==> src/logic/two_wire_pkg.sv <==
`default_nettype none
package two_wire_pkg;
    // Register byte offsets
    localparam logic [3:0] STATUS_REG_OFS = 4'h0;
    localparam logic [3:0] CONTROL_REG_OFS = 4'h4;
    localparam logic [3:0] DATA_REG_OFS = 4'h8;
    localparam logic [3:0] OWN_ADDRESS_REG_OFS = 4'hC;

    // Control register bit positions
    localparam int IRQ_FLAG_BIT = 7;
    localparam int ACK_ENABLE_BIT = 6;
    localparam int START_REQUEST_BIT = 5;
    localparam int STOP_REQUEST_BIT = 4;
    localparam int UNIT_ENABLE_BIT = 2;

    // Own address register fields
    localparam int GENERAL_CALL_ENABLE_BIT = 0;
    localparam int OWN_SLAVE_ADDRESS_LSB = 1;

    // Status codes, prescaler bits zero
    localparam logic [7:0] ST_OWN_READ = 8'hA8;
    localparam logic [7:0] ST_ARB_LOST_READ = 8'hB0;
    localparam logic [7:0] ST_DATA_ACK = 8'hB8;
    localparam logic [7:0] ST_DATA_NACK = 8'hC0;
    localparam logic [7:0] ST_LAST_ACK = 8'hC8;
    localparam logic [7:0] ST_NO_INFO = 8'hF8;
    localparam logic [7:0] ST_BUS_ERROR = 8'h00;
    localparam logic [1:0] PRESCALER_MASK = 2'h3;

    // Reset values, general call address and last bit index
    localparam logic [7:0] CONTROL_RESET = 8'h00;
    localparam logic [7:0] DATA_RESET = 8'hFF;
    localparam logic [7:0] OWN_ADDRESS_RESET = 8'h00;
    localparam logic [7:0] GENERAL_CALL_ADDRESS = 8'h00;
    localparam logic [2:0] LAST_BIT_INDEX = 3'h7;

    typedef struct packed {
        logic read;
        logic write;
        logic [3:0] address;
        logic [31:0] writedata;
        logic [3:0] byteenable;
    } avmm_req_s;

    typedef enum logic [2:0] {
        S_IDLE,
        S_ADDR,
        S_ADDR_ACK,
        S_HOLD,
        S_TX,
        S_TX_ACK,
        S_ERROR
    } link_state_e;
endpackage
`default_nettype wire

==> src/logic/two_wire_slave_tx.sv <==
// Chosen here: register access over Avalon-MM and the register addresses.
`timescale 1ns/1ps
`default_nettype none
module two_wire_slave_tx
(
    input wire logic ref_clk_in,
    input wire logic reset_n_in,
    input wire two_wire_pkg::avmm_req_s avmm_req_in,
    output logic [31:0] avmm_readdata_out,
    output logic avmm_waitrequest_out,
    input wire logic scl_in,
    input wire logic sda_in,
    output logic scl_out,
    output logic scl_oe_out,
    output logic sda_out,
    output logic sda_oe_out,
    input wire logic arb_lost_in,
    output logic start_req_out,
    output logic general_call_out,
    output logic irq_flag_out
);
    import two_wire_pkg::*;

    // Avalon slave: one wait cycle, then the answer
    logic ack_q;
    logic [31:0] rdata_q;
    logic req;
    logic do_write;
    logic ctrl_wr;
    logic [7:0] wdata;
    logic [7:0] status_value;

    assign req = avmm_req_in.read | avmm_req_in.write;
    assign avmm_waitrequest_out = req & ~ack_q;
    assign avmm_readdata_out = rdata_q;
    assign do_write = avmm_req_in.write & ack_q & avmm_req_in.byteenable[0];
    assign wdata = avmm_req_in.writedata[7:0];
    assign ctrl_wr = do_write & (avmm_req_in.address == CONTROL_REG_OFS);

    logic irq_q;
    logic [7:0] code_q;
    logic ack_en_q;
    logic start_q;
    logic stop_q;
    logic en_q;
    logic [7:0] data_q;
    logic [7:0] own_q;

    // Status low bits are the prescaler, always zero
    assign status_value = (irq_q ? code_q : ST_NO_INFO) & ~{6'h00, PRESCALER_MASK};

    always_ff @(posedge ref_clk_in)
    begin
        if (!reset_n_in)
        begin
            ack_q <= 1'b0;
            rdata_q <= 32'h0000_0000;
        end
        else
        begin
            ack_q <= req & ~ack_q;
            rdata_q <= 32'h0000_0000;
            if (avmm_req_in.read & ~ack_q)
            begin
                case (avmm_req_in.address)
                    STATUS_REG_OFS: rdata_q <= {24'h00_0000, status_value};
                    CONTROL_REG_OFS: rdata_q <= {24'h00_0000, irq_q, ack_en_q, start_q, stop_q,
                        1'b0, en_q, 2'b00};
                    DATA_REG_OFS: rdata_q <= {24'h00_0000, data_q};
                    OWN_ADDRESS_REG_OFS: rdata_q <= {24'h00_0000, own_q};
                    default: rdata_q <= 32'h0000_0000;
                endcase
            end
        end
    end

    // Pin synchronisers: a level counts once stages two and three agree
    logic [1:0] sync1_q;
    logic [1:0] sync2_q;
    logic [1:0] sync3_q;
    logic [1:0] pin_q;
    logic [1:0] pin_prev_q;

    always_ff @(posedge ref_clk_in)
    begin
        if (!reset_n_in)
        begin
            sync1_q <= 2'b11;
            sync2_q <= 2'b11;
            sync3_q <= 2'b11;
            pin_q <= 2'b11;
            pin_prev_q <= 2'b11;
        end
        else
        begin
            sync1_q <= {scl_in, sda_in};
            sync2_q <= sync1_q;
            sync3_q <= sync2_q;
            if (sync2_q[1] == sync3_q[1])
                pin_q[1] <= sync3_q[1];
            if (sync2_q[0] == sync3_q[0])
                pin_q[0] <= sync3_q[0];
            pin_prev_q <= pin_q;
        end
    end

    logic scl_rise;
    logic scl_fall;
    logic start_det;
    logic stop_det;
    assign scl_rise = pin_q[1] & ~pin_prev_q[1];
    assign scl_fall = ~pin_q[1] & pin_prev_q[1];
    assign start_det = pin_q[1] & pin_prev_q[1] & ~pin_q[0] & pin_prev_q[0];
    assign stop_det = pin_q[1] & pin_prev_q[1] & pin_q[0] & ~pin_prev_q[0];

    // Link engine
    link_state_e state_q;
    logic [2:0] cnt_q;
    logic addr_done_q;
    logic [7:0] shift_q;
    logic sda_low_q;
    logic last_q;
    logic ack_seen_q;
    logic arb_q;
    logic bus_busy_q;
    logic own_hit;
    logic gc_hit;
    logic in_frame;
    logic bus_err;
    logic irq_clear;
    logic recovery;
    logic tx_status;
    logic end_status;
    logic irq_set;
    logic [7:0] set_code;

    assign own_hit = ack_en_q & (shift_q[7:1] == own_q[7:OWN_SLAVE_ADDRESS_LSB])
        & shift_q[0];
    assign gc_hit = ack_en_q & own_q[GENERAL_CALL_ENABLE_BIT]
        & (shift_q == GENERAL_CALL_ADDRESS);
    assign in_frame = (state_q == S_ADDR && (cnt_q != 3'h0 || addr_done_q))
        || state_q == S_ADDR_ACK || state_q == S_TX || state_q == S_TX_ACK;
    assign bus_err = en_q & (start_det | stop_det) & in_frame;
    assign irq_clear = ctrl_wr & wdata[IRQ_FLAG_BIT];
    assign recovery = irq_clear & wdata[STOP_REQUEST_BIT] & (state_q == S_ERROR);
    assign tx_status = code_q == ST_OWN_READ || code_q == ST_ARB_LOST_READ
        || code_q == ST_DATA_ACK;
    assign end_status = code_q == ST_DATA_NACK || code_q == ST_LAST_ACK;

    always_comb
    begin
        irq_set = 1'b0;
        set_code = ST_NO_INFO;
        if (bus_err)
        begin
            irq_set = 1'b1;
            set_code = ST_BUS_ERROR;
        end
        else if (state_q == S_ADDR_ACK && scl_fall)
        begin
            irq_set = 1'b1;
            set_code = arb_q ? ST_ARB_LOST_READ : ST_OWN_READ;
        end
        else if (state_q == S_TX_ACK && scl_fall)
        begin
            irq_set = 1'b1;
            if (!ack_seen_q)
                set_code = ST_DATA_NACK;
            else if (last_q)
                set_code = ST_LAST_ACK;
            else
                set_code = ST_DATA_ACK;
        end
    end

    always_ff @(posedge ref_clk_in)
    begin
        if (!reset_n_in)
        begin
            state_q <= S_IDLE;
            cnt_q <= 3'h0;
            addr_done_q <= 1'b0;
            shift_q <= 8'h00;
            sda_low_q <= 1'b0;
            last_q <= 1'b0;
            ack_seen_q <= 1'b0;
            arb_q <= 1'b0;
            general_call_out <= 1'b0;
        end
        else
        begin
            general_call_out <= 1'b0;
            if (!en_q)
            begin
                state_q <= S_IDLE;
                sda_low_q <= 1'b0;
            end
            else if (bus_err)
            begin
                state_q <= S_ERROR;
                sda_low_q <= 1'b0;
            end
            else
            begin
                case (state_q)
                    S_IDLE:
                    begin
                        // Not addressed: the bus is watched, never driven
                        sda_low_q <= 1'b0;
                        if (start_det)
                        begin
                            state_q <= S_ADDR;
                            cnt_q <= 3'h0;
                            addr_done_q <= 1'b0;
                        end
                    end
                    S_ADDR:
                    begin
                        if (start_det)
                        begin
                            cnt_q <= 3'h0;
                            addr_done_q <= 1'b0;
                        end
                        else if (stop_det)
                            state_q <= S_IDLE;
                        else if (scl_rise && !addr_done_q)
                        begin
                            shift_q <= {shift_q[6:0], pin_q[0]};
                            cnt_q <= cnt_q + 3'h1;
                            addr_done_q <= cnt_q == LAST_BIT_INDEX;
                        end
                        else if (scl_fall && addr_done_q)
                        begin
                            general_call_out <= gc_hit;
                            if (own_hit)
                            begin
                                state_q <= S_ADDR_ACK;
                                sda_low_q <= 1'b1;
                                arb_q <= arb_lost_in;
                            end
                            else
                                state_q <= S_IDLE;
                        end
                    end
                    S_ADDR_ACK:
                    begin
                        if (scl_fall)
                        begin
                            state_q <= S_HOLD;
                            sda_low_q <= 1'b0;
                        end
                    end
                    S_HOLD:
                    begin
                        if (irq_clear && tx_status)
                        begin
                            state_q <= S_TX;
                            shift_q <= data_q;
                            sda_low_q <= ~data_q[7];
                            cnt_q <= 3'h0;
                            last_q <= ~wdata[ACK_ENABLE_BIT];
                        end
                        else if (irq_clear && end_status)
                            state_q <= S_IDLE;
                    end
                    S_TX:
                    begin
                        if (scl_fall)
                        begin
                            cnt_q <= cnt_q + 3'h1;
                            if (cnt_q == LAST_BIT_INDEX)
                            begin
                                state_q <= S_TX_ACK;
                                sda_low_q <= 1'b0;
                            end
                            else
                            begin
                                shift_q <= {shift_q[6:0], 1'b1};
                                sda_low_q <= ~shift_q[6];
                            end
                        end
                    end
                    S_TX_ACK:
                    begin
                        if (scl_rise)
                            ack_seen_q <= ~pin_q[0];
                        else if (scl_fall)
                            state_q <= S_HOLD;
                    end
                    S_ERROR:
                    begin
                        sda_low_q <= 1'b0;
                        if (recovery)
                            state_q <= S_IDLE;
                    end
                    default: state_q <= S_IDLE;
                endcase
            end
        end
    end

    // Bus busy between START and STOP
    always_ff @(posedge ref_clk_in)
    begin
        if (!reset_n_in)
            bus_busy_q <= 1'b0;
        else if (start_det)
            bus_busy_q <= 1'b1;
        else if (stop_det)
            bus_busy_q <= 1'b0;
    end

    // Software registers; hardware set of the flag wins over a clear
    always_ff @(posedge ref_clk_in)
    begin
        if (!reset_n_in)
        begin
            irq_q <= 1'b0;
            code_q <= ST_NO_INFO;
            ack_en_q <= CONTROL_RESET[ACK_ENABLE_BIT];
            start_q <= CONTROL_RESET[START_REQUEST_BIT];
            stop_q <= CONTROL_RESET[STOP_REQUEST_BIT];
            en_q <= CONTROL_RESET[UNIT_ENABLE_BIT];
            data_q <= DATA_RESET;
            own_q <= OWN_ADDRESS_RESET;
            start_req_out <= 1'b0;
        end
        else
        begin
            start_req_out <= 1'b0;
            if (irq_set)
            begin
                irq_q <= 1'b1;
                code_q <= set_code;
            end
            else if (irq_clear)
                irq_q <= 1'b0;
            if (ctrl_wr)
            begin
                ack_en_q <= wdata[ACK_ENABLE_BIT];
                start_q <= wdata[START_REQUEST_BIT];
                stop_q <= wdata[STOP_REQUEST_BIT] & ~recovery;
                en_q <= wdata[UNIT_ENABLE_BIT];
            end
            else if (start_q && !irq_q && !bus_busy_q && state_q == S_IDLE)
            begin
                start_req_out <= 1'b1;
                start_q <= 1'b0;
            end
            if (do_write && avmm_req_in.address == DATA_REG_OFS)
                data_q <= wdata;
            if (do_write && avmm_req_in.address == OWN_ADDRESS_REG_OFS)
                own_q <= wdata;
        end
    end

    // Open-drain pins: only ever pulled low
    assign scl_out = 1'b0;
    assign sda_out = 1'b0;
    assign scl_oe_out = irq_q & en_q & (code_q != ST_BUS_ERROR);
    assign sda_oe_out = sda_low_q;
    assign irq_flag_out = irq_q;
endmodule
`default_nettype wire

==> config.mk <==
export PLATFORM = sky130hd
export DESIGN_NAME = two_wire_slave_tx
export DESIGN_NICKNAME = d
export VERILOG_FILES = /design/src/logic/two_wire_pkg.sv /design/src/logic/two_wire_slave_tx.sv
export SDC_FILE = /design/constraint.sdc
export NUM_CORES = 1
export LEC_CHECK = 0
export BUFFER_PORTS_ARGS = -buffer_cell sky130_fd_sc_hd__buf_2
export CAP_MARGIN = 20
export CORE_MARGIN = 4
export CORE_UTILIZATION = 24
export DETAILED_ROUTE_END_ITERATION = 10
export HOLD_SLACK_MARGIN = 0.1
export PLACE_DENSITY_LB_ADDON = 0.15
export SYNTH_ARGS = -nofsm -noshare
export SYNTH_HDL_FRONTEND = slang
export SYNTH_SLANG_ARGS = --single-unit
==> constraint.sdc <==
create_clock -name ref_clk_in -period 4.3 [get_ports ref_clk_in]
set_input_delay 0.215 -clock ref_clk_in [delete_from_list [all_inputs] [get_ports ref_clk_in]]
set_output_delay 0.215 -clock ref_clk_in [all_outputs]
set_load 0.05 [all_outputs]
==> impl_metrics.ini <==
[power_and_ir_drop]
sequentialPowerShare = 0.417
switchingPower_mw = 0.363
pwr_density_cell_mw_per_mm2 = 379
p_int_mw = 1.14
power.clock.fraction = 0.520
p_leak_nw = 1.44
p_comb_frac = 0.064
switching_share = 0.241
ir_worst_vdd_mv = 0.225

[setup_path]
worst_ep_required_time_ns = 4.55
crit_arrival_ns = 3.20
endpoint_kind = register
startpoint_type = register
crit_path_max_fanout = 19
worstSetupPathType = register to register

[worst_hold_path]
hp-class = primary input to register

[floorplanning]
die_h_um = 128
dieArea_mm2 = 0.0164
ios = 87
rows = 43
start_util = 0.247
core_area_mm2 = 0.0140
die_x_um = 128

[placement]
placed_area_mm2 = 0.00365
dpl.hpwl_um = 7200
place_ws_ns = 1.37
globalplace.congestion = 0.785
io_buffers = 33

[run_status]
status = complete, no violations

[global_route]
grt_max_degree = 32
grt_pass1_vias = 2895
overflow = 0
grt_usage = 0.125
antenna_found_initial = 0
grt_pass1_wl_um = 16100

[layout]
fillers = 1531
final_nets = 497
design_area_mm2 = 0.00398
diodes = 0
drive_gt1_frac = 0.135
areaGrowthSynthToFinish_pct = 15.0

[drt]
top_layer = met4
wl_met2_um = 4550
dr.first_iter.drc_count = 219
wl_met3_um = 468
wirelength_met1_um = 4760
via_per_inst = 4.73
drtAntennaViolNets = 0
drt_wl_total_um = 9980
avgRoutedWirePerCell_um = 15.8
via_count = 2986
drc = 0
dr.pass1.iters = 4

[synthesis]
ys_seq_area_frac = 0.388
postSynthCellCount = 425
async_flop_share = 0
synth_edf_count = 0
yosys_warnings = 0
avgSynthCellArea_um2 = 8.14
synthMuxAreaShare = 0.0376
synth.largest_area_cell = dfxtp_1
synth_xor_xnor_area_share = 0.0203
synth_ff_type = dfxtp_1
ys_types = 55
yosys.area.top_type_share = 0.388
synth-simple-area-share = 0.276
synth_compound_area_frac = 0.171
synthAdderAreaFrac = 0.0109
synth_area_leaders = dfxtp_1 39%, nand2_1 7.7%, buf_4 5.6%
synth_top_family_by_area = simple AND/OR/NAND/NOR gates
synth_area_mm2 = 0.00346
ys_ff_latch = 67

[clocking]
clkLatencyLatePin_ns = 0.33
htree_levels = 3
cts.sinks = 67
clockBufferDepth = 2
cts-root-buf = clkbuf_16
path_clk_slew_ns = 0.06
cts_tree = yes
cts_buffers = 9
cts-resized-gates = 0

[timing]
fin_crit_sh = 0.685
setup_ws_ns = 1.35
fmax_mhz = 339
slew_violations = 0
worstMarginPinSlew_ns = 0.952
setup_tns_ns = 0
rsz0062_at_grt = false
relSlewSlack = 0.366
fin_skew_ns = 0.00761
setup_viol = 0
post-route-min-period_ns = 2.95
finalHoldViolCount = 0

[run]
drv_cap = 0
power by group through the flow:
stage / Combinational [mW] / Clock (mW) / Sequential [mW]
floorplan: 0.0900 / 0 / 0.641
global placement: 0.0953 / 0 / 0.641
detailed placement: 0.0954 / 0 / 0.641
CTS: 0.0968 / 0.796 / 0.628
global route: 0.103 / 0.824 / 0.628
finish: 0.0964 / 0.783 / 0.628
cell type report:
type | instances | area [µm²] | share of cell area
tap | 180 | 225 | 0.0566
multi-input combinational | 325 | 1880 | 0.473
clock buffer | 10 | 229 | 0.0576
timing repair buffer | 36 | 193 | 0.0484
clock inverter | 5 | 78.8 | 0.0198
inverter | 8 | 30.0 | 0.00755
sequential | 67 | 1340 | 0.337
cells in the mapped netlist (all sizes together), types with 7 or more instances:
cell,n
clkbuf,21
a311oi,10
dfxtp,67
nor2,37
nor3,11
a21oi,22
buf,29
a31oi,8
a22oi,7
nand2b,10
nand2,71
mux2i,13
xnor2,7
o21ai,20
nand3,17
inv,8
placed cells by master (no fill, tap or decap), types with 3 or more instances in the layout:
cell and instances:
a21oi_1 22, a22oi_1 7, a311oi_1 8, a31oi_1 7, and2_1 6, and3_1 3, buf_2 33, clkbuf_16 9
conb_1 26, dfxtp_1 67, ha_1 3, inv_1 8, mux2i_1 13, nand2_1 71, nand2b_1 10, nand3_1 17
nand4_1 5, nand4b_1 3, nor2_1 37, nor2b_1 6, nor3_1 11, nor4_1 4, nor4b_1 3, o21ai_0 20
or3b_2 3, xnor2_1 7
sequential cells by signal, indices dropped and copies added (netlist names), 2 cells and up:
register	flops
pin_prev_q	2
code_q	5
cnt_q	3
sync1_q	2
sync2_q	2
shift_q	8
sync3_q	2
data_q	8
pin_q	2
state_q	3
own_q	8
avmm_readdata_out	8
per-stage QoR:
| step | hold WS [ns] | power, mW | util | instances |
|---|---|---|---|---|
| floorplan | 0.316 | 0.731 | - | 450 |
| detailed placement | 0.398 | 0.737 | 0.261 | 614 |
| global placement | 0.397 | 0.737 | 0.261 | 614 |
| finish | 0.119 | 1.51 | 0.284 | 631 |
| CTS | 0.115 | 1.52 | 0.284 | 631 |
| global route | 0.134 | 1.55 | 0.284 | 631 |
metal layers:
layer,GRT usage,up-vias
met4,0.0412,0
met1,0.171,1410
met2,0.194,70
met3,0.0283,18
li1,-,1488
met5,0,-
worst max-delay path, cell delays in order, from the launching register on:
cell,delay (ns)
dfxtp_1,0.74
inv_1,0.28
o2111ai_1,0.33
o21ai_0,0.22
a2111oi_4,0.92
nor2_1,0.11
a311oi_2,0.25
worst paths after layout:
check	startpoint	end	slack, ns	cells after the start
max	state_q[1]$_SDFFE_PN0P_	shift_q[5]$_SDFFE_PN0P_	1.35	6
min	avmm_req_in[7]	data_q[3]$_SDFFE_PN1P_	0.12	3
max reg2reg	state_q[1]$_SDFFE_PN0P_	shift_q[5]$_SDFFE_PN0P_	1.35	6
min reg2reg	sync1_q[0]$_SDFF_PN1_	sync2_q[0]$_SDFF_PN1_	0.41	1
logic make-up after synthesis:
| logic type | after synthesis |
|---|---|
| AOI/OAI and AO/OA | 84 |
| xor gates and xnor gates | 8 |
| adders and majority gates | 3 |
| buffers and inverters | 58 |
| DFF | 67 |
| muxes | 13 |
| other | 1 |
| and+or+nand+nor | 191 |
repair_timing:
action,CTS,global route
setup buffers,0,0
hold buffers,2,0
hold endpoints to repair,2,0
(Power assumes the default switching activity.)
